$ cat src/ccad_defs.vh
// constants for the jump condition and add decode block
`ifndef CCAD_DEFS_VH
`define CCAD_DEFS_VH
`define CCAD_FLAG_C 7
`define CCAD_FLAG_Z 6
`define CCAD_FLAG_S 5
`define CCAD_FLAG_V 4
`define CCAD_FLAG_D 3
`define CCAD_FLAG_H 2
`define CCAD_FLAGS_RESET 8'h00
`define CCAD_PC_RESET 16'h0000
`define CCAD_CC_NEVER 4'h0
`define CCAD_CC_SIGNED_BELOW 4'h1
`define CCAD_CC_SIGNED_AT_MOST 4'h2
`define CCAD_CC_UNSIGNED_AT_MOST 4'h3
`define CCAD_CC_EXCESS_SET 4'h4
`define CCAD_CC_NEGATIVE_SIGN 4'h5
`define CCAD_CC_ZERO_SET 4'h6
`define CCAD_CC_CARRY_SET 4'h7
`define CCAD_CC_ALWAYS 4'h8
`define CCAD_CC_SIGNED_AT_LEAST 4'h9
`define CCAD_CC_SIGNED_ABOVE 4'ha
`define CCAD_CC_UNSIGNED_ABOVE 4'hb
`define CCAD_CC_EXCESS_CLEAR 4'hc
`define CCAD_CC_SIGN_CLEAR 4'hd
`define CCAD_CC_ZERO_CLEAR 4'he
`define CCAD_CC_CARRY_CLEAR 4'hf
`define CCAD_OP_NONE 3'h0
`define CCAD_OP_ADD 3'h1
`define CCAD_OP_ADC 3'h2
`define CCAD_OP_JUMP 3'h3
`define CCAD_OP_REL 3'h4
`define CCAD_MODE_REG 3'h0
`define CCAD_MODE_WORK 3'h1
`define CCAD_MODE_PAIR 3'h2
`define CCAD_MODE_WPAIR 3'h3
`define CCAD_MODE_XSHORT 3'h4
`define CCAD_MODE_XLONG 3'h5
`define CCAD_MODE_DIRECT 3'h6
`define CCAD_MODE_IMM 3'h7
`endif

$ cat src/ccad_regfile.v
// small register file holding working register pairs for index addressing
module ccad_regfile (
    core_clk,
    rst_sync_n,
    wr_en,
    wr_idx,
    wr_data,
    rd_idx,
    rd_data
);
    input wire core_clk;
    input wire rst_sync_n;
    input wire wr_en;
    input wire [3:0] wr_idx;
    input wire [7:0] wr_data;
    input wire [3:0] rd_idx;
    output reg [15:0] rd_data;

    reg [7:0] mem [0:15];
    integer i;

    // pair read: even index is high byte, odd index low byte
    always @(posedge core_clk or negedge rst_sync_n) begin
        if (!rst_sync_n) begin
            rd_data <= 16'h0000;
            for (i = 0; i < 16; i = i + 1) begin
                mem[i] <= 8'h00;
            end
        end else begin
            if (wr_en) begin
                mem[wr_idx] <= wr_data;
            end
            rd_data <= {mem[{rd_idx[3:1], 1'b0}], mem[{rd_idx[3:1], 1'b1}]};
        end
    end
endmodule

$ cat src/ccad_core.v
// jump condition evaluation, add execution and operand address forming
`include "ccad_defs.vh"
module ccad_core (
    core_clk,
    rst_n,
    op_valid,
    op_kind,
    jump_condition_field,
    dst_data,
    src_data,
    instr_len,
    rel_disp,
    op_mode,
    op_reg_addr,
    op_work_idx,
    op_bit_sel,
    op_disp16,
    op_imm16,
    wr_work_en,
    wr_work_idx,
    wr_work_data,
    flags_load_en,
    flags_load_val,
    pc_load_en,
    pc_load_val,
    result_reg,
    result_wr_reg,
    flags_reg,
    pc_reg,
    jump_taken_reg,
    addr_reg,
    addr_valid_reg,
    bit_mask_reg,
    operand_ok_reg
);
    input wire core_clk;
    input wire rst_n;
    input wire op_valid;
    input wire [2:0] op_kind;
    input wire [3:0] jump_condition_field;
    input wire [7:0] dst_data;
    input wire [7:0] src_data;
    input wire [1:0] instr_len;
    input wire [7:0] rel_disp;
    input wire [2:0] op_mode;
    input wire [7:0] op_reg_addr;
    input wire [3:0] op_work_idx;
    input wire [2:0] op_bit_sel;
    input wire [15:0] op_disp16;
    input wire [15:0] op_imm16;
    input wire wr_work_en;
    input wire [3:0] wr_work_idx;
    input wire [7:0] wr_work_data;
    input wire flags_load_en;
    input wire [7:0] flags_load_val;
    input wire pc_load_en;
    input wire [15:0] pc_load_val;
    output reg [7:0] result_reg;
    output reg result_wr_reg;
    output reg [7:0] flags_reg;
    output reg [15:0] pc_reg;
    output reg jump_taken_reg;
    output reg [15:0] addr_reg;
    output reg addr_valid_reg;
    output reg [7:0] bit_mask_reg;
    output reg operand_ok_reg;

    localparam ST_IDLE = 3'b001;
    localparam ST_FETCH = 3'b010;
    localparam ST_FORM = 3'b100;

    reg rst_meta_reg;
    reg rst_sync_reg;
    reg [2:0] state_reg;
    reg [2:0] state_next;
    reg [2:0] mode_hold_reg;
    reg [15:0] disp_hold_reg;
    reg [3:0] idx_hold_reg;
    wire [15:0] pair_data;
    wire [3:0] pair_idx;

    // held index while forming, so a changed index input cannot spoil the pair read
    assign pair_idx = (state_reg == ST_IDLE) ? op_work_idx : idx_hold_reg;

    // condition decode over the four testable flags
    function cond_true;
        input [3:0] code;
        input c;
        input z;
        input s;
        input v;
        reg lt;
        begin
            lt = s ^ v;
            case (code)
                `CCAD_CC_NEVER: cond_true = 1'b0;
                `CCAD_CC_ALWAYS: cond_true = 1'b1;
                `CCAD_CC_CARRY_SET: cond_true = c;
                `CCAD_CC_CARRY_CLEAR: cond_true = ~c;
                `CCAD_CC_ZERO_SET: cond_true = z;
                `CCAD_CC_ZERO_CLEAR: cond_true = ~z;
                `CCAD_CC_NEGATIVE_SIGN: cond_true = s;
                `CCAD_CC_SIGN_CLEAR: cond_true = ~s;
                `CCAD_CC_EXCESS_SET: cond_true = v;
                `CCAD_CC_EXCESS_CLEAR: cond_true = ~v;
                `CCAD_CC_SIGNED_AT_LEAST: cond_true = ~lt;
                `CCAD_CC_SIGNED_BELOW: cond_true = lt;
                `CCAD_CC_SIGNED_ABOVE: cond_true = ~(z | lt);
                `CCAD_CC_SIGNED_AT_MOST: cond_true = z | lt;
                `CCAD_CC_UNSIGNED_ABOVE: cond_true = ~c & ~z;
                `CCAD_CC_UNSIGNED_AT_MOST: cond_true = c | z;
                default: cond_true = 1'b0;
            endcase
        end
    endfunction

    function [15:0] sext8;
        input [7:0] b;
        begin
            sext8 = {{8{b[7]}}, b};
        end
    endfunction

    // add datapath shared by both add forms
    reg [8:0] sum9;
    reg [4:0] low5;
    reg carry_in;
    reg [7:0] flags_add;
    always @* begin
        carry_in = (op_kind == `CCAD_OP_ADC) ? flags_reg[`CCAD_FLAG_C] : 1'b0;
        sum9 = {1'b0, dst_data} + {1'b0, src_data} + {8'h00, carry_in};
        low5 = {1'b0, dst_data[3:0]} + {1'b0, src_data[3:0]} + {4'h0, carry_in};
        flags_add = flags_reg;
        flags_add[`CCAD_FLAG_C] = sum9[8];
        flags_add[`CCAD_FLAG_Z] = (sum9[7:0] == 8'h00);
        flags_add[`CCAD_FLAG_S] = sum9[7];
        flags_add[`CCAD_FLAG_V] = (dst_data[7] == src_data[7]) &&
            (sum9[7] != dst_data[7]);
        flags_add[`CCAD_FLAG_D] = 1'b0;
        flags_add[`CCAD_FLAG_H] = low5[4];
    end

    always @(posedge core_clk or negedge rst_n) begin
        if (!rst_n) begin
            rst_meta_reg <= 1'b0;
            rst_sync_reg <= 1'b0;
        end else begin
            rst_meta_reg <= 1'b1;
            rst_sync_reg <= rst_meta_reg;
        end
    end

    ccad_regfile u_regfile (
        .core_clk(core_clk),
        .rst_sync_n(rst_sync_reg),
        .wr_en(wr_work_en),
        .wr_idx(wr_work_idx),
        .wr_data(wr_work_data),
        .rd_idx(pair_idx),
        .rd_data(pair_data)
    );

    // execute: add, jump decision, pc update
    always @(posedge core_clk or negedge rst_sync_reg) begin
        if (!rst_sync_reg) begin
            result_reg <= 8'h00;
            result_wr_reg <= 1'b0;
            flags_reg <= `CCAD_FLAGS_RESET;
            pc_reg <= `CCAD_PC_RESET;
            jump_taken_reg <= 1'b0;
        end else begin
            result_wr_reg <= 1'b0;
            jump_taken_reg <= 1'b0;
            if (flags_load_en) begin
                flags_reg <= flags_load_val;
            end
            if (pc_load_en) begin
                pc_reg <= pc_load_val;
            end else if (op_valid) begin
                case (op_kind)
                    `CCAD_OP_ADD, `CCAD_OP_ADC: begin
                        result_reg <= sum9[7:0];
                        result_wr_reg <= 1'b1;
                        flags_reg <= flags_add;
                        pc_reg <= pc_reg + {14'h0000, instr_len};
                    end
                    `CCAD_OP_JUMP: begin
                        // absolute target comes on op_disp16
                        if (cond_true(jump_condition_field, flags_reg[`CCAD_FLAG_C],
                                flags_reg[`CCAD_FLAG_Z], flags_reg[`CCAD_FLAG_S],
                                flags_reg[`CCAD_FLAG_V])) begin
                            pc_reg <= op_disp16;
                            jump_taken_reg <= 1'b1;
                        end else begin
                            pc_reg <= pc_reg + {14'h0000, instr_len};
                        end
                    end
                    `CCAD_OP_REL: begin
                        if (cond_true(jump_condition_field, flags_reg[`CCAD_FLAG_C],
                                flags_reg[`CCAD_FLAG_Z], flags_reg[`CCAD_FLAG_S],
                                flags_reg[`CCAD_FLAG_V])) begin
                            pc_reg <= pc_reg + {14'h0000, instr_len} +
                                sext8(rel_disp);
                            jump_taken_reg <= 1'b1;
                        end else begin
                            pc_reg <= pc_reg + {14'h0000, instr_len};
                        end
                    end
                    default: begin
                        pc_reg <= pc_reg;
                    end
                endcase
            end
        end
    end

    // operand address forming; indexed modes wait two extra cycles for the pair read
    always @* begin
        state_next = state_reg;
        case (state_reg)
            ST_IDLE: begin
                if (op_valid) begin
                    state_next = ((op_mode == `CCAD_MODE_XSHORT) ||
                        (op_mode == `CCAD_MODE_XLONG)) ? ST_FETCH : ST_IDLE;
                end
            end
            ST_FETCH: state_next = ST_FORM;
            ST_FORM: state_next = ST_IDLE;
            default: state_next = ST_IDLE;
        endcase
    end

    always @(posedge core_clk or negedge rst_sync_reg) begin
        if (!rst_sync_reg) begin
            state_reg <= ST_IDLE;
            mode_hold_reg <= `CCAD_MODE_REG;
            disp_hold_reg <= 16'h0000;
            idx_hold_reg <= 4'h0;
            addr_reg <= 16'h0000;
            addr_valid_reg <= 1'b0;
            bit_mask_reg <= 8'h00;
            operand_ok_reg <= 1'b0;
        end else begin
            state_reg <= state_next;
            addr_valid_reg <= 1'b0;
            case (state_reg)
                ST_IDLE: begin
                    if (op_valid) begin
                        mode_hold_reg <= op_mode;
                        disp_hold_reg <= op_disp16;
                        idx_hold_reg <= op_work_idx;
                        bit_mask_reg <= 8'h01 << op_bit_sel;
                        case (op_mode)
                            `CCAD_MODE_REG: begin
                                addr_reg <= {8'h00, op_reg_addr};
                                operand_ok_reg <= 1'b1;
                            end
                            `CCAD_MODE_WORK: begin
                                addr_reg <= {12'h000, op_work_idx};
                                operand_ok_reg <= 1'b1;
                            end
                            `CCAD_MODE_PAIR: begin
                                addr_reg <= {8'h00, op_reg_addr};
                                operand_ok_reg <= ~op_reg_addr[0];
                            end
                            `CCAD_MODE_WPAIR: begin
                                addr_reg <= {12'h000, op_work_idx};
                                operand_ok_reg <= ~op_work_idx[0];
                            end
                            `CCAD_MODE_DIRECT: begin
                                addr_reg <= op_disp16;
                                operand_ok_reg <= 1'b1;
                            end
                            `CCAD_MODE_IMM: begin
                                addr_reg <= op_imm16;
                                operand_ok_reg <= 1'b1;
                            end
                            default: begin
                                operand_ok_reg <= ~op_work_idx[0];
                            end
                        endcase
                        addr_valid_reg <= (state_next == ST_IDLE);
                    end
                end
                ST_FORM: begin
                    if (mode_hold_reg == `CCAD_MODE_XSHORT) begin
                        addr_reg <= pair_data + sext8(disp_hold_reg[7:0]);
                    end else begin
                        addr_reg <= pair_data + disp_hold_reg;
                    end
                    addr_valid_reg <= 1'b1;
                end
                default: begin
                    addr_valid_reg <= 1'b0;
                end
            endcase
        end
    end
endmodule

$ cat config.mk
export PLATFORM = sky130hd
export DESIGN_NAME = ccad_core
export DESIGN_NICKNAME = d
export VERILOG_FILES = /design/src/ccad_regfile.v /design/src/ccad_core.v
export VERILOG_INCLUDE_DIRS = /design/src
export SDC_FILE = /design/constraint.sdc
export NUM_CORES = 1
export LEC_CHECK = 0
export ABC_CLOCK_PERIOD_IN_PS = 7900
export BUFFER_PORTS_ARGS = -buffer_cell sky130_fd_sc_hd__buf_2
export CAP_MARGIN = 20
export CORE_UTILIZATION = 45
export CTS_BUF_LIST = sky130_fd_sc_hd__clkbuf_2 sky130_fd_sc_hd__clkbuf_4 sky130_fd_sc_hd__clkbuf_8
export DETAILED_ROUTE_END_ITERATION = 6
export PLACE_DENSITY = 0.65
export SLEW_MARGIN = 10
export SYNTH_ARGS = -nofsm -noshare
export SYNTH_HDL_FRONTEND = slang
export SYNTH_SLANG_ARGS = --single-unit
$ cat constraint.sdc
create_clock -name core_clk -period 7.9 [get_ports core_clk]
set_input_delay 1.185 -clock core_clk [delete_from_list [all_inputs] [get_ports core_clk]]
set_output_delay 1.185 -clock core_clk [all_outputs]
set_load 0.01 [all_outputs]
Yosys cells after proc, flatten, opt, wreduce, memory -nomap -nowiden --
Index checks and enable logic that the tools add are counted.
Operators by class: eq/ne operators 36, div/mod/pow operators 0, $add $sub $neg 8, $mul 0, bitwise logic cells 16, reductions and logical operators 17, muxes and demuxes 45, $lt $le $gt $ge 4, shift-type cells 1
Operators with widths (number):
- $bwmux W128 | 1
- $mux W16 | 6
- $mux W8 | 9
- $bmux W8 S4 | 2
- $pmux W16 S4 | 1
- $add A16 B16 Y16 | 3
- $pmux W16 S3 | 1
- $demux W8 S4 | 1
- $eq A4 B4 Y1 const B | 8
- $pmux W16 S2 | 1
- $eq A3 B3 Y1 const B | 7
- $add A16 B2 Y16 | 1
- $eq A4 B3 Y1 const B | 4
- $pmux W1 S16 | 1
- $eq A3 B2 Y1 const B | 5
- $ge A5 B5 Y1 const B | 3
- $mux W1 | 15
- $not A4 Y5 | 3
- $eq A3 B1 Y1 const B | 4
- $add A8 B8 Y9 | 1
- $add A9 B1 Y9 | 1
- $not A1 Y1 | 9
- $eq A4 B2 Y1 const B | 2
- $logic_not A8 Y1 | 1
- other kinds (28) | 37
Storage, ports and cells: RAM bits 0, logic and storage cells 160, bits in registers 232, memory bits (read-only) 0, input bits 125, memories 0, bits in latches 0

Logic depth before layout (Yosys ltp) --
Gate-level depths: netlist of the first run.
depth in word-level cells 11, depth in mapped cells 16

Modules after synthesis --
Synthesis of the first run repeated with hierarchy kept, for this count alone.
Second synthesis, totals: cells, all modules 1060, area, all modules 12643.4 µm²
By module, submodules not included:
- ccad_core | sequential area each 2203.4 µm², area an instance 6381.1 µm², instances 1, cells each 694
- ccad_regfile | sequential area each 3603.5 µm², area an instance 6262.3 µm², instances 1, cells each 366

Worst setup path after synthesis of the first run --
No wires, ideal clock.
path kind input port to flip-flop, from input instr_len[0], to register pc_reg[13], required time 7770 ps, path slack 3741 ps, cell stages on the path 15, arrival time 4029 ps, buffers on the path 0, setup time 130 ps, cell sequence ha_1 fa_1 and3_1 and3_1 and2_1 nand4_1 xnor2_1 ha_1 a21o_1 a21o_1 a221o_1 a31oi_1 xnor2_1 a22oi_1 o22ai_1
On the way: longest elaborated chain between the ends 6, elaborated cells between the ends (all ways) 7
Ends and longest elaborated chain:
- start, declared | line ccad_core.v:43 | input wire [1:0] instr_len;
- $add A16 B2 Y16 (*)
- $add A16 B16 Y16 | line ccad_core.v:202 | pc_reg <= pc_reg + {14'h0000, instr_len} +
- $mux W16 | line ccad_core.v:199 | if (cond_true(jump_condition_field, flags_reg[`CCAD_FLAG_C],
- $pmux W16 S3 (*) | line ccad_core.v:180 | case (op_kind)
- $mux W16 (*) | line ccad_core.v:179 | end else if (op_valid) begin
- $mux W16 (*) | line ccad_core.v:177 | if (pc_load_en) begin
- end signal, assigned | line ccad_core.v:178 | pc_reg <= pc_load_val;
- end signal, assigned | line ccad_core.v:185 | pc_reg <= pc_reg + {14'h0000, instr_len};
- end signal, assigned | line ccad_core.v:202
- end, declared | line ccad_core.v:61 | output reg [15:0] pc_reg;
Every way passes the cells marked *; elsewhere a longest branch is shown, timed or not. The select of a mux whose other input is x is not followed. A chain may end at the register's enable or synchronous reset.

Worst setup path after layout of the first run --
Same ends and word-level chain as after synthesis.

==> results of run 1 <==
-- Yosys cell counts (6+ instances only) --
| cell type | n | area, µm² |
|---|---|---|
| a221oi_1 | 8 | 70.1 |
| nand3_1 | 22 | 110 |
| a31oi_1 | 7 | 43.8 |
| nor2b_1 | 9 | 56.3 |
| dfrtp_1 | 230 | 5760 |
| nand2_1 | 138 | 518 |
| o21ai_0 | 64 | 320 |
| o22ai_1 | 9 | 56.3 |
| mux4_2 | 32 | 721 |
| o31ai_1 | 11 | 82.6 |
| a22oi_1 | 8 | 60.1 |
| mux2i_1 | 27 | 270 |
| o211ai_1 | 6 | 45.0 |
| clkbuf_1 | 44 | 165 |
| and3_1 | 6 | 37.5 |
| a21o_1 | 20 | 150 |
| mux2_2 | 150 | 1690 |
| inv_1 | 25 | 93.8 |
| nand2b_1 | 11 | 68.8 |
| nor3_1 | 19 | 95.1 |
| or3_1 | 10 | 62.6 |
| and2_1 | 6 | 37.5 |
| nand4_1 | 8 | 50.1 |
| a21oi_1 | 42 | 210 |
| xor2_1 | 22 | 193 |
| ha_1 | 41 | 513 |
| nor2_1 | 53 | 199 |
| xnor2_1 | 21 | 184 |
| o21a_1 | 8 | 60.1 |
-- worst max-delay path, delay by kind of cell --
| kind | cells | cell delay [ps] |
|---|---|---|
| AO/OA/AOI/OAI | 6 | 1170 |
| XOR/XNOR | 2 | 240 |
| adder cells (fa/ha/maj) | 3 | 960 |
| buffers and inverters | 1 | 100 |
| AND/OR/NAND/NOR | 4 | 760 |
-- metal layers --
metal  global-route usage  up-vias  part of all wire  routed length (µm)
li1                     -     4503                 -                   -
met1                0.314     4728              0.45               14600
met2                0.378      258              0.47               15300
met3               0.0328       50             0.051                1650
met4               0.0642        0             0.021                 673
met5                    0        -                 0                   0
-- logic make-up after synthesis --
| logic type | Yosys count | synth area share |
|---|---|---|
| adder cells (fa/ha/maj) | 46 | 0.0484 |
| flip-flops | 231 | 0.456 |
| AO/OA/AOI/OAI | 222 | 0.116 |
| AND/OR/NAND/NOR | 299 | 0.109 |
| other | 1 | 0.000296 |
| buffers and inverters | 81 | 0.0257 |
| XOR/XNOR | 45 | 0.0332 |
| multiplexers | 209 | 0.211 |
-- area by class of cell --
cell class / instances / share of cell area
clock buffer: 60 / 0.0505
clock inverter: 11 / 0.0100
inverter: 26 / 0.00657
multi-input combinational: 822 / 0.445
sequential: 231 / 0.390
tap: 378 / 0.0318
timing repair buffer: 191 / 0.0669
-- metrics by stage --
stage               setup slack [ps]   util
global placement                3390  0.503
global route                    3710  0.536
floorplan                        988      -
detailed placement              3370  0.504
CTS                             3960  0.536
finish                          3910  0.536
-- cell usage in the layout, fill, tap and decap left out, types with 7 or more instances in the layout --
master	count
a21o_1	20
a21oi_1	42
a221oi_1	8
a22oi_1	8
a31oi_1	7
buf_2	184
clkbuf_4	12
clkbuf_8	48
dfrtp_1	229
ha_1	41
inv_1	25
mux2_2	150
mux2i_1	24
mux4_2	32
nand2_1	138
nand2b_1	11
nand3_1	22
nand4_1	8
nor2_1	53
nor2b_1	9
nor3_1	18
o21a_1	8
o21ai_0	64
o22ai_1	9
o31ai_1	11
or3_1	10
xnor2_1	21
xor2_1	22
-- power by group --
part | switching [mW] | internal (mW) | leakage (nW)
Combinational | 0.558 | 0.549 | 3.58
Sequential | 0.147 | 1.44 | 2.84
Clock | 0.492 | 0.712 | 0.478
-- how the worst min path moves through the flow --
stage / cells past startpoint / slack [ps] / endpoint / start
final: 0 / 350 / rst_sync_reg / rst_meta_reg
after global routing: 0 / 360 / rst_sync_reg / rst_meta_reg
after CTS: 0 / 350 / rst_sync_reg / rst_meta_reg
after detailed placement: 0 / 340 / rst_sync_reg / rst_meta_reg
after global placement: 0 / 340 / rst_sync_reg / rst_meta_reg
after floorplan: 0 / 330 / rst_sync_reg / rst_meta_reg
==> reports/results.txt, run 1 <==
Total number of yosys warnings: 0
Multi-input gate area: 0.00660 mm²
Yosys cell types: 75
Worst hold path type: flop to flop
Clk root buf: clkbuf_8
Capture point of the worst path: pc_reg[13]
Initial DRT Pass Iterations: 5
Vias in the first global route: 9527
Rel. slew slack: 0.319
R2r endpoint: pc_reg[13]
Die height: 170 µm
GP Congestion: 0.895
Fin. Hold Viols: 0
Register area: 0.00579 mm²
Max-Cap Viols: 0
CTS sink cnt: 231
Leak Pwr: 6.90 nW
Peak Freq: 0.250 GHz
H-tree Lvls: 2
Remaining global-route overflow: 0
EDFF count, synth: 0
Worst skew pair latency: 550 ps
Area delta synth->final: 17.2%
Worst Setup Start Kind: input port
Critical Path Fanout Max: 7
Post-route cell area: 0.0149 mm²
CP Class: input port to flop
Net count after synthesis: 1305
Clock tree buffer depth: 3
Detail Placement HPWL: 22.7 mm
Detailed Route Iter0 Violations: 579
Resized cells post-CTS: 0
Slowest cell on crit path: fa_1
Die Footprint: 0.0288 mm²
Crit path time final: 3990 ps
# IOs: 185
Row count: 61
Worst-Margin Slew: 1020 ps
CP cell instances: buf_2 > ha_1 > fa_1 > and3_1 > and3_1 > and2_1 > nand4_1 > xnor2_1 > ha_1 > a21o_1 > a21o_1 > a221o_1 > a31oi_1 > xnor2_1 > a22oi_1 > o22ai_1
Wire per inst: 18.7 µm
FF+latch count, synth: 231
Layout fillers: 2474
Outcome: complete, no violations
Most common flop cell mapped by yosys: dfrtp_1
Setup TNS Final: 0 ps
Vias per cell: 5.55
R2R Setup Slk: 4240 ps
Share of layout cells above drive strength 1: 0.347
RSZ-0062 raised after global routing: false
Die width: 170 µm
Routed WL: 32.2 mm
Max reg flops: 128
Final period util: 0.506
Crit path launch: instr_len[0]
Dpl cells: 1648
Gate Count Post-Synth: 1134
Remaining DRCs: 0
Syn Std Cell Area: 0.0127 mm²
Initial antenna violation count: 0
Total Nets Final: 1485
Final ANT Viol Nets: 0
PortBufs: 184
Setup Viol. Count Final: 0
Total Power: 3.89 mW
Hold slack: 349 ps
Core area: 0.0277 mm²
CTS Hold Buffers Added: 0
Crit. End Element: flop
Post-synth ARST share: 1.00
Via count: 9539
Power density over the cells: 262 mW/mm²
Largest net degree at the start of global routing: 78
Initial core utilization: 0.457
CP max stage delay: 410 ps
RR Startpoint: pc_reg[0]
CTS tree: yes
Global-route wire length before repair: 51.4 mm
Finished Layout Cells: 1719
Sequential element share of the synthesized area: 0.456
Clk pin slew, worst setup/hold paths: 60 ps
DP Area: 0.0140 mm²
Critical Path RT: 8330 ps
Crit path DAT: 4420 ps
Num CTS Buffers: 42
Reg2Reg Depth: 15
Clk_skew: 13.5 ps
Synthesized area per cell: 11.2 µm²
Ant. Diodes: 0
Pins Over Slew Limit: 0
GRT Total Usage: 0.229
Post-CTS setup buffers: 0
Maximum vdd drop: 0.000192 V
Largest reg by FF count: u_regfile.mem
(Power assumes the default switching activity.)
==> run 2: changes to the inputs <==
--- a/config.mk
+++ b/config.mk
@@ -6,13 +6,13 @@
 export SDC_FILE = /design/constraint.sdc
 export NUM_CORES = 1
 export LEC_CHECK = 0
-export ABC_CLOCK_PERIOD_IN_PS = 7900
+export ABC_CLOCK_PERIOD_IN_PS = 3600
 export BUFFER_PORTS_ARGS = -buffer_cell sky130_fd_sc_hd__buf_2
 export CAP_MARGIN = 20
 export CORE_UTILIZATION = 45
 export CTS_BUF_LIST = sky130_fd_sc_hd__clkbuf_2 sky130_fd_sc_hd__clkbuf_4 sky130_fd_sc_hd__clkbuf_8
 export DETAILED_ROUTE_END_ITERATION = 6
-export PLACE_DENSITY = 0.65
+export PLACE_DENSITY = 0.68
 export SLEW_MARGIN = 10
 export SYNTH_ARGS = -nofsm -noshare
 export SYNTH_HDL_FRONTEND = slang
==> constraint.sdc (replaced) <==
create_clock -name core_clk -period 3.6 [get_ports core_clk]
set_input_delay 0.54 -clock core_clk [delete_from_list [all_inputs] [get_ports core_clk]]
set_output_delay 0.54 -clock core_clk [all_outputs]
set_load 0.01 [all_outputs]
==> reports/results.txt, run 2 (synthesis results as in run 1) <==
Outcome: complete, but fails checks
Violated checks: design-rule violations
Fin. Hold Viols: 0 (unchanged)
Clk_skew: 30.1 ps (+16.6 ps)
H-tree Lvls: 2 (unchanged)
RSZ-0062 raised after global routing: false
Via count: 9757 (+2.3%)
Worst skew pair latency: 560 ps (about the same)
Reg2Reg Depth: 14 (-1)
Initial DRT Pass Iterations: 7 (+2)
PortBufs: 184 (unchanged)
R2r endpoint: pc_reg[14]
Hold slack: 226 ps (-123 ps)
Routed WL: 32.5 mm (+0.91%)
Final period util: 0.951
Remaining DRCs: 2 (+2)
CTS tree: yes
Area delta synth->final: 19.4%
Setup Viol. Count Final: 0 (unchanged)
Die width: 170 µm (unchanged)
Largest net degree at the start of global routing: 80 (+2.6%)
Leak Pwr: 7.06 nW (+2.3%)
Wire per inst: 18.5 µm (-1.2%)
Total Power: 8.68 mW (+120%)
Die height: 170 µm (unchanged)
Max reg flops: 128 (unchanged)
CTS sink cnt: 231 (unchanged)
Worst Hold Depth: 3 (+3)
Global-route wire length before repair: 51.9 mm (+0.86%)
Dpl cells: 1676 (+1.7%)
Critical Path RT: 4030 ps (-4300 ps)
CP max stage delay: 390 ps (-20 ps)
Worst hold path type: input port to flop
Critical Path Fanout Max: 3 (-4)
RR Startpoint: pc_reg[0]
Maximum vdd drop: 0.000242 V (+26%)
Most frequent cells in the layout: 229 x dfrtp_1, 184 x buf_2, 150 x mux2_2, 138 x nand2_1, 64 x o21ai_0
Slowest cell on crit path: dfrtp_1
Final ANT Viol Nets: 0 (unchanged)
Clk root buf: clkbuf_8
Clock tree buffer depth: 3 (unchanged)
Max-Cap Viols: 0 (unchanged)
Detailed Route Iter0 Violations: 605 (+4.5%)
Core area: 0.0277 mm² (unchanged)
Total Nets Final: 1514 (+2.0%)
GRT Total Usage: 0.231 (+0.00165)
Vias per cell: 5.56 (+0.19%)
Die Footprint: 0.0288 mm² (unchanged)
Num CTS Buffers: 41 (-2.4%)
Setup TNS Final: 0 ps (unchanged)
Initial antenna violation count: 4 (+4)
Detail Placement HPWL: 23.3 mm (+2.6%)
# IOs: 185 (unchanged)
Worst-Margin Slew: 944 ps (-76.3 ps)
Post-CTS setup buffers: 0 (unchanged)
Worst Setup Start Kind: flop
Crit. End Element: flop
GP Congestion: 0.925 (+3.3%)
Worst Hold End: disp_hold_reg[14]
R2R Setup Slk: 180 ps (-4060 ps)
Row count: 61 (unchanged)
Largest reg by FF count: u_regfile.mem
Share of layout cells above drive strength 1: 0.365 (+0.0179)
Clk pin slew, worst setup/hold paths: 60 ps (about the same)
Pins Over Slew Limit: 0 (unchanged)
Finished Layout Cells: 1755 (+2.1%)
Rel. slew slack: 0.368 (+0.0490)
Crit path time final: 3420 ps
Most common cell after layout, fill and taps aside: dfrtp_1
Crit path DAT: 3850 ps (-570 ps)
Remaining global-route overflow: 0 (unchanged)
Initial core utilization: 0.457 (unchanged)
Power density over the cells: 574 mW/mm² (+120%)
CP Class: flop to flop
CP cell instances: ha_2 > fa_2 > and3_1 > and3_1 > buf_4 > xor2_1 > ha_1 > or3_1 > o32ai_2 > a2bb2oi_1 > buf_4 > nor3_1 > o31ai_1 > a21oi_1
Peak Freq: 0.292 GHz
Vias in the first global route: 9708 (+1.9%)
Hold path startpoint: op_disp16[14]
==> run 2: power by group <==
part	switching (mW)	total [mW]	internal, mW
registers	0.326	3.47	3.15
logic	1.27	2.54	1.28
clock network	1.10	2.67	1.56
==> run 2: cell type report <==
class | count | area, µm²
antenna | 3 | 7.51
multi-input combinational | 822 | 6620
timing repair buffer | 221 | 1230
fill | 2467 | 12600
clock buffer | 64 | 793
clock inverter | 10 | 124
sequential | 231 | 5790
inverter | 26 | 97.6
tap | 378 | 473
==> run 2: repair_timing <==
action / 4_1_cts / 5_1_grt
gates resized for setup: 0 / 4
endpoints found under the setup margin: 0 / 3
hold buffers: 1 / 0
endpoints found under the hold margin: 2 / 0
==> run 2: through the flow <==
stage                     utilization  worst slack, ps  instance area (µm²)
final                           0.546              176                15100
after global placement          0.511            -98.2                14200
after floorplan                     -             85.8                12700
after global routing            0.546             4.81                15100
after CTS                       0.545              121                15100
after detailed placement        0.511             -124                14200
==> run 2: routing by layer <==
layer	wire length [µm]	part of all wire	track usage	up-vias
met2	15200	0.47	0.373	286
met3	1730	0.053	0.0388	70
met1	14500	0.45	0.308	4841
met4	1130	0.035	0.0928	2
li1	-	-	-	4558
met5	13	0.00040	0	-
==> run 2: worst max path at each step <==
stage / start / to / slack, ps / cells after the start
2_1_floorplan: instr_len[0] / pc_reg[13] / 90 / 15
3_3_place_gp: instr_len[0] / pc_reg[13] / -100 / 16
3_5_place_dp: instr_len[0] / pc_reg[13] / -120 / 16
4_1_cts: pc_reg[0] / pc_reg[13] / 120 / 15
5_1_grt: pc_reg[0] / pc_reg[15] / 5 / 16
6_report: pc_reg[0] / pc_reg[14] / 180 / 14
==> run 2: critical path, delay by kind of cell (launching register included) <==
family | cells | cell delay (ps)
adder cells (fa/ha/maj) | 3 | 740
XOR/XNOR | 1 | 130
flip-flops | 1 | 390
AO/OA/AOI/OAI | 4 | 960
AND/OR/NAND/NOR | 4 | 750
buffers and inverters | 2 | 320
==> run 3: changes to the inputs <==
--- a/config.mk
+++ b/config.mk
@@ -9,11 +9,13 @@
 export ABC_CLOCK_PERIOD_IN_PS = 3600
 export BUFFER_PORTS_ARGS = -buffer_cell sky130_fd_sc_hd__buf_2
 export CAP_MARGIN = 20
-export CORE_UTILIZATION = 45
+export CORE_UTILIZATION = 54
 export CTS_BUF_LIST = sky130_fd_sc_hd__clkbuf_2 sky130_fd_sc_hd__clkbuf_4 sky130_fd_sc_hd__clkbuf_8
 export DETAILED_ROUTE_END_ITERATION = 6
-export PLACE_DENSITY = 0.68
+export PLACE_DENSITY = 0.79
+export RECOVER_POWER = 50
 export SLEW_MARGIN = 10
 export SYNTH_ARGS = -nofsm -noshare
 export SYNTH_HDL_FRONTEND = slang
+export SYNTH_HIERARCHICAL = 1
 export SYNTH_SLANG_ARGS = --single-unit
==> reports/results.txt, run 3 <==
CP max stage delay: 420 ps (+30 ps)
Worst Setup Start Kind: flop
Crit path time final: 3320 ps (-108 ps)
Vias per cell: 5.89 (+6.0%)
Setup TNS Final: 0 ps (unchanged)
Initial antenna violation count: 0 (-4)
Maximum vdd drop: 0.000449 V (+86%)
Rel. slew slack: -0.367 (-0.735)
Die width: 155 µm (-8.9%)
Gate Count Post-Synth: 1057 (-6.8%)
Detail Placement HPWL: 22.2 mm (-4.7%)
Total number of yosys warnings: 6 (+6)
Resized cells post-CTS: 0 (unchanged)
Final ANT Viol Nets: 0 (unchanged)
# IOs: 185 (unchanged)
GRT Total Usage: 0.274 (+0.0433)
CTS sink cnt: 231 (unchanged)
Remaining DRCs: 0 (-2)
Die Footprint: 0.0239 mm² (-17%)
Clk root buf: clkbuf_8
Die height: 155 µm (-8.9%)
Critical Path Fanout Max: 5 (+2)
Area delta synth->final: 15.6%
Outcome: complete, but fails checks
Initial DRT Pass Iterations: 5 (-2)
Critical Path RT: 4000 ps (-30 ps)
Remaining global-route overflow: 0 (unchanged)
Total Power: 8.45 mW (-2.7%)
Max reg flops: 128 (unchanged)
CP cell instances: ha_1 > a21o_1 > and3_1 > nand3_1 > xnor2_1 > ha_1 > a21oi_1 > inv_1 > and3_1 > a311oi_1 > xnor2_1 > a222oi_1 > o21ai_1
Setup WS post-layout: 283 ps (+108 ps)
Most frequent cells in the layout: 230 x dfrtp_1, 180 x buf_2, 174 x mux2_2, 66 x nand2_1, 48 x o21ai_0
Setup Viol. Count Final: 0 (unchanged)
Violated checks: max-capacitance violations, max-slew violations
Pins Over Slew Limit: 51 (+51)
Largest net degree at the start of global routing: 105 (+31%)
Via count: 9313 (-4.6%)
CP Class: flop to flop
RSZ-0062 raised after global routing: false
Pre-CTS setup slack: 87.1 ps (+211 ps)
Leak Pwr: 6.62 nW (-6.3%)
Worst-Margin Slew: 2050 ps (+1110 ps)
Peak Freq: 0.301 GHz (+3.2%)
Synthesized area per cell: 11.9 µm² (+6.6%)
Hold slack: 231 ps (+4.13 ps)
Largest reg by FF count: u_regfile/mem
Detailed Route Iter0 Violations: 718 (+19%)
Routed WL: 31.5 mm (-3.1%)
Finished Layout Cells: 1580 (-10%)
Wire per inst: 19.9 µm (+7.6%)
Clk_skew: 28.3 ps (-1.81 ps)
Row count: 55 (-9.8%)
Power density over the cells: 580 mW/mm² (+1.1%)
Post-CTS setup buffers: 0 (unchanged)
Clk pin slew, worst setup/hold paths: 60 ps (about the same)
CTS tree: yes
Clock tree buffer depth: 3 (unchanged)
GP Congestion: 0.948 (+2.5%)
Worst skew pair latency: 550 ps (about the same)
Vias in the first global route: 9390 (-3.3%)
Syn Std Cell Area: 0.0126 mm² (-0.60%)
CP Buf/Inv Count: 1 (-1)
Crit path DAT: 3720 ps (-130 ps)
CTS Hold Buffers Added: 1 (unchanged)
Fin. Hold Viols: 0 (unchanged)
PortBufs: 184 (unchanged)
Final period util: 0.921 (-0.0299)
Slowest cell on crit path: dfrtp_1
Crit. End Element: flop
Core area: 0.0228 mm² (-18%)
Num CTS Buffers: 39 (-4.9%)
Max-Cap Viols: 1 (+1)
Initial core utilization: 0.553 (+0.0956)
Dpl cells: 1511 (-9.8%)
Share of layout cells above drive strength 1: 0.376 (+0.0111)
Global-route wire length before repair: 51.0 mm (-1.6%)
H-tree Lvls: 2 (unchanged)
Total Nets Final: 1411 (-6.8%)
Most common cell after layout, fill and taps aside: dfrtp_1
Worst hold path type: input port to flop
Critical path's top delay family: compound AO/OA/AOI/OAI gates
Ant. Diodes: 0 (-3)
Net count after synthesis: 1228 (-5.9%)
run 3: stage by stage:
stage               instance area, µm²  utilization
finish                           14600        0.639
global route                     14600        0.639
CTS                              14600        0.642
detailed placement               13700        0.603
global placement                 13700        0.603
floorplan                        12600            -
run 3: path summary, 6_finish.rpt:
path | start | endpoint | slack (ps) | cells after the start
max | pc_reg[1] | pc_reg[12] | 280 | 13
min reg2reg | rst_meta_reg | rst_sync_reg | 350 | 0
min | flags_load_val[1] | flags_reg[1] | 230 | 2
max reg2reg | pc_reg[1] | pc_reg[12] | 280 | 13
min in group asynchronous | rst_n | rst_meta_reg | 330 | 2
max in group asynchronous | rst_sync_reg | result_reg[2] | 650 | 1
run 3: final cells by class:
cell class              instances  area (µm²)
well taps                     313         392
flip-flops and latches        231        5780
repair buffers                199        1050
clock inverters                 8         133
fillers                      1794        8220
inverters                      19        71.3
clock buffers                  60         738
multi-input cells             750        6390
run 3: power by group:
part	switching (mW)	total [mW]	internal [mW]
logic	1.18	2.40	1.22
registers	0.312	3.46	3.15
clock network	1.06	2.59	1.53
total	2.55	8.45	5.89
run 3: routing by layer:
layer / track usage / part of all wire / routed length, µm / up-vias
met5: 0 / 0 / 0 / -
met4: 0.113 / 0.036 / 1130 / 0
met3: 0.0521 / 0.062 / 1960 / 60
met2: 0.437 / 0.47 / 14800 / 329
met1: 0.370 / 0.43 / 13700 / 4631
li1: - / - / - / 4293
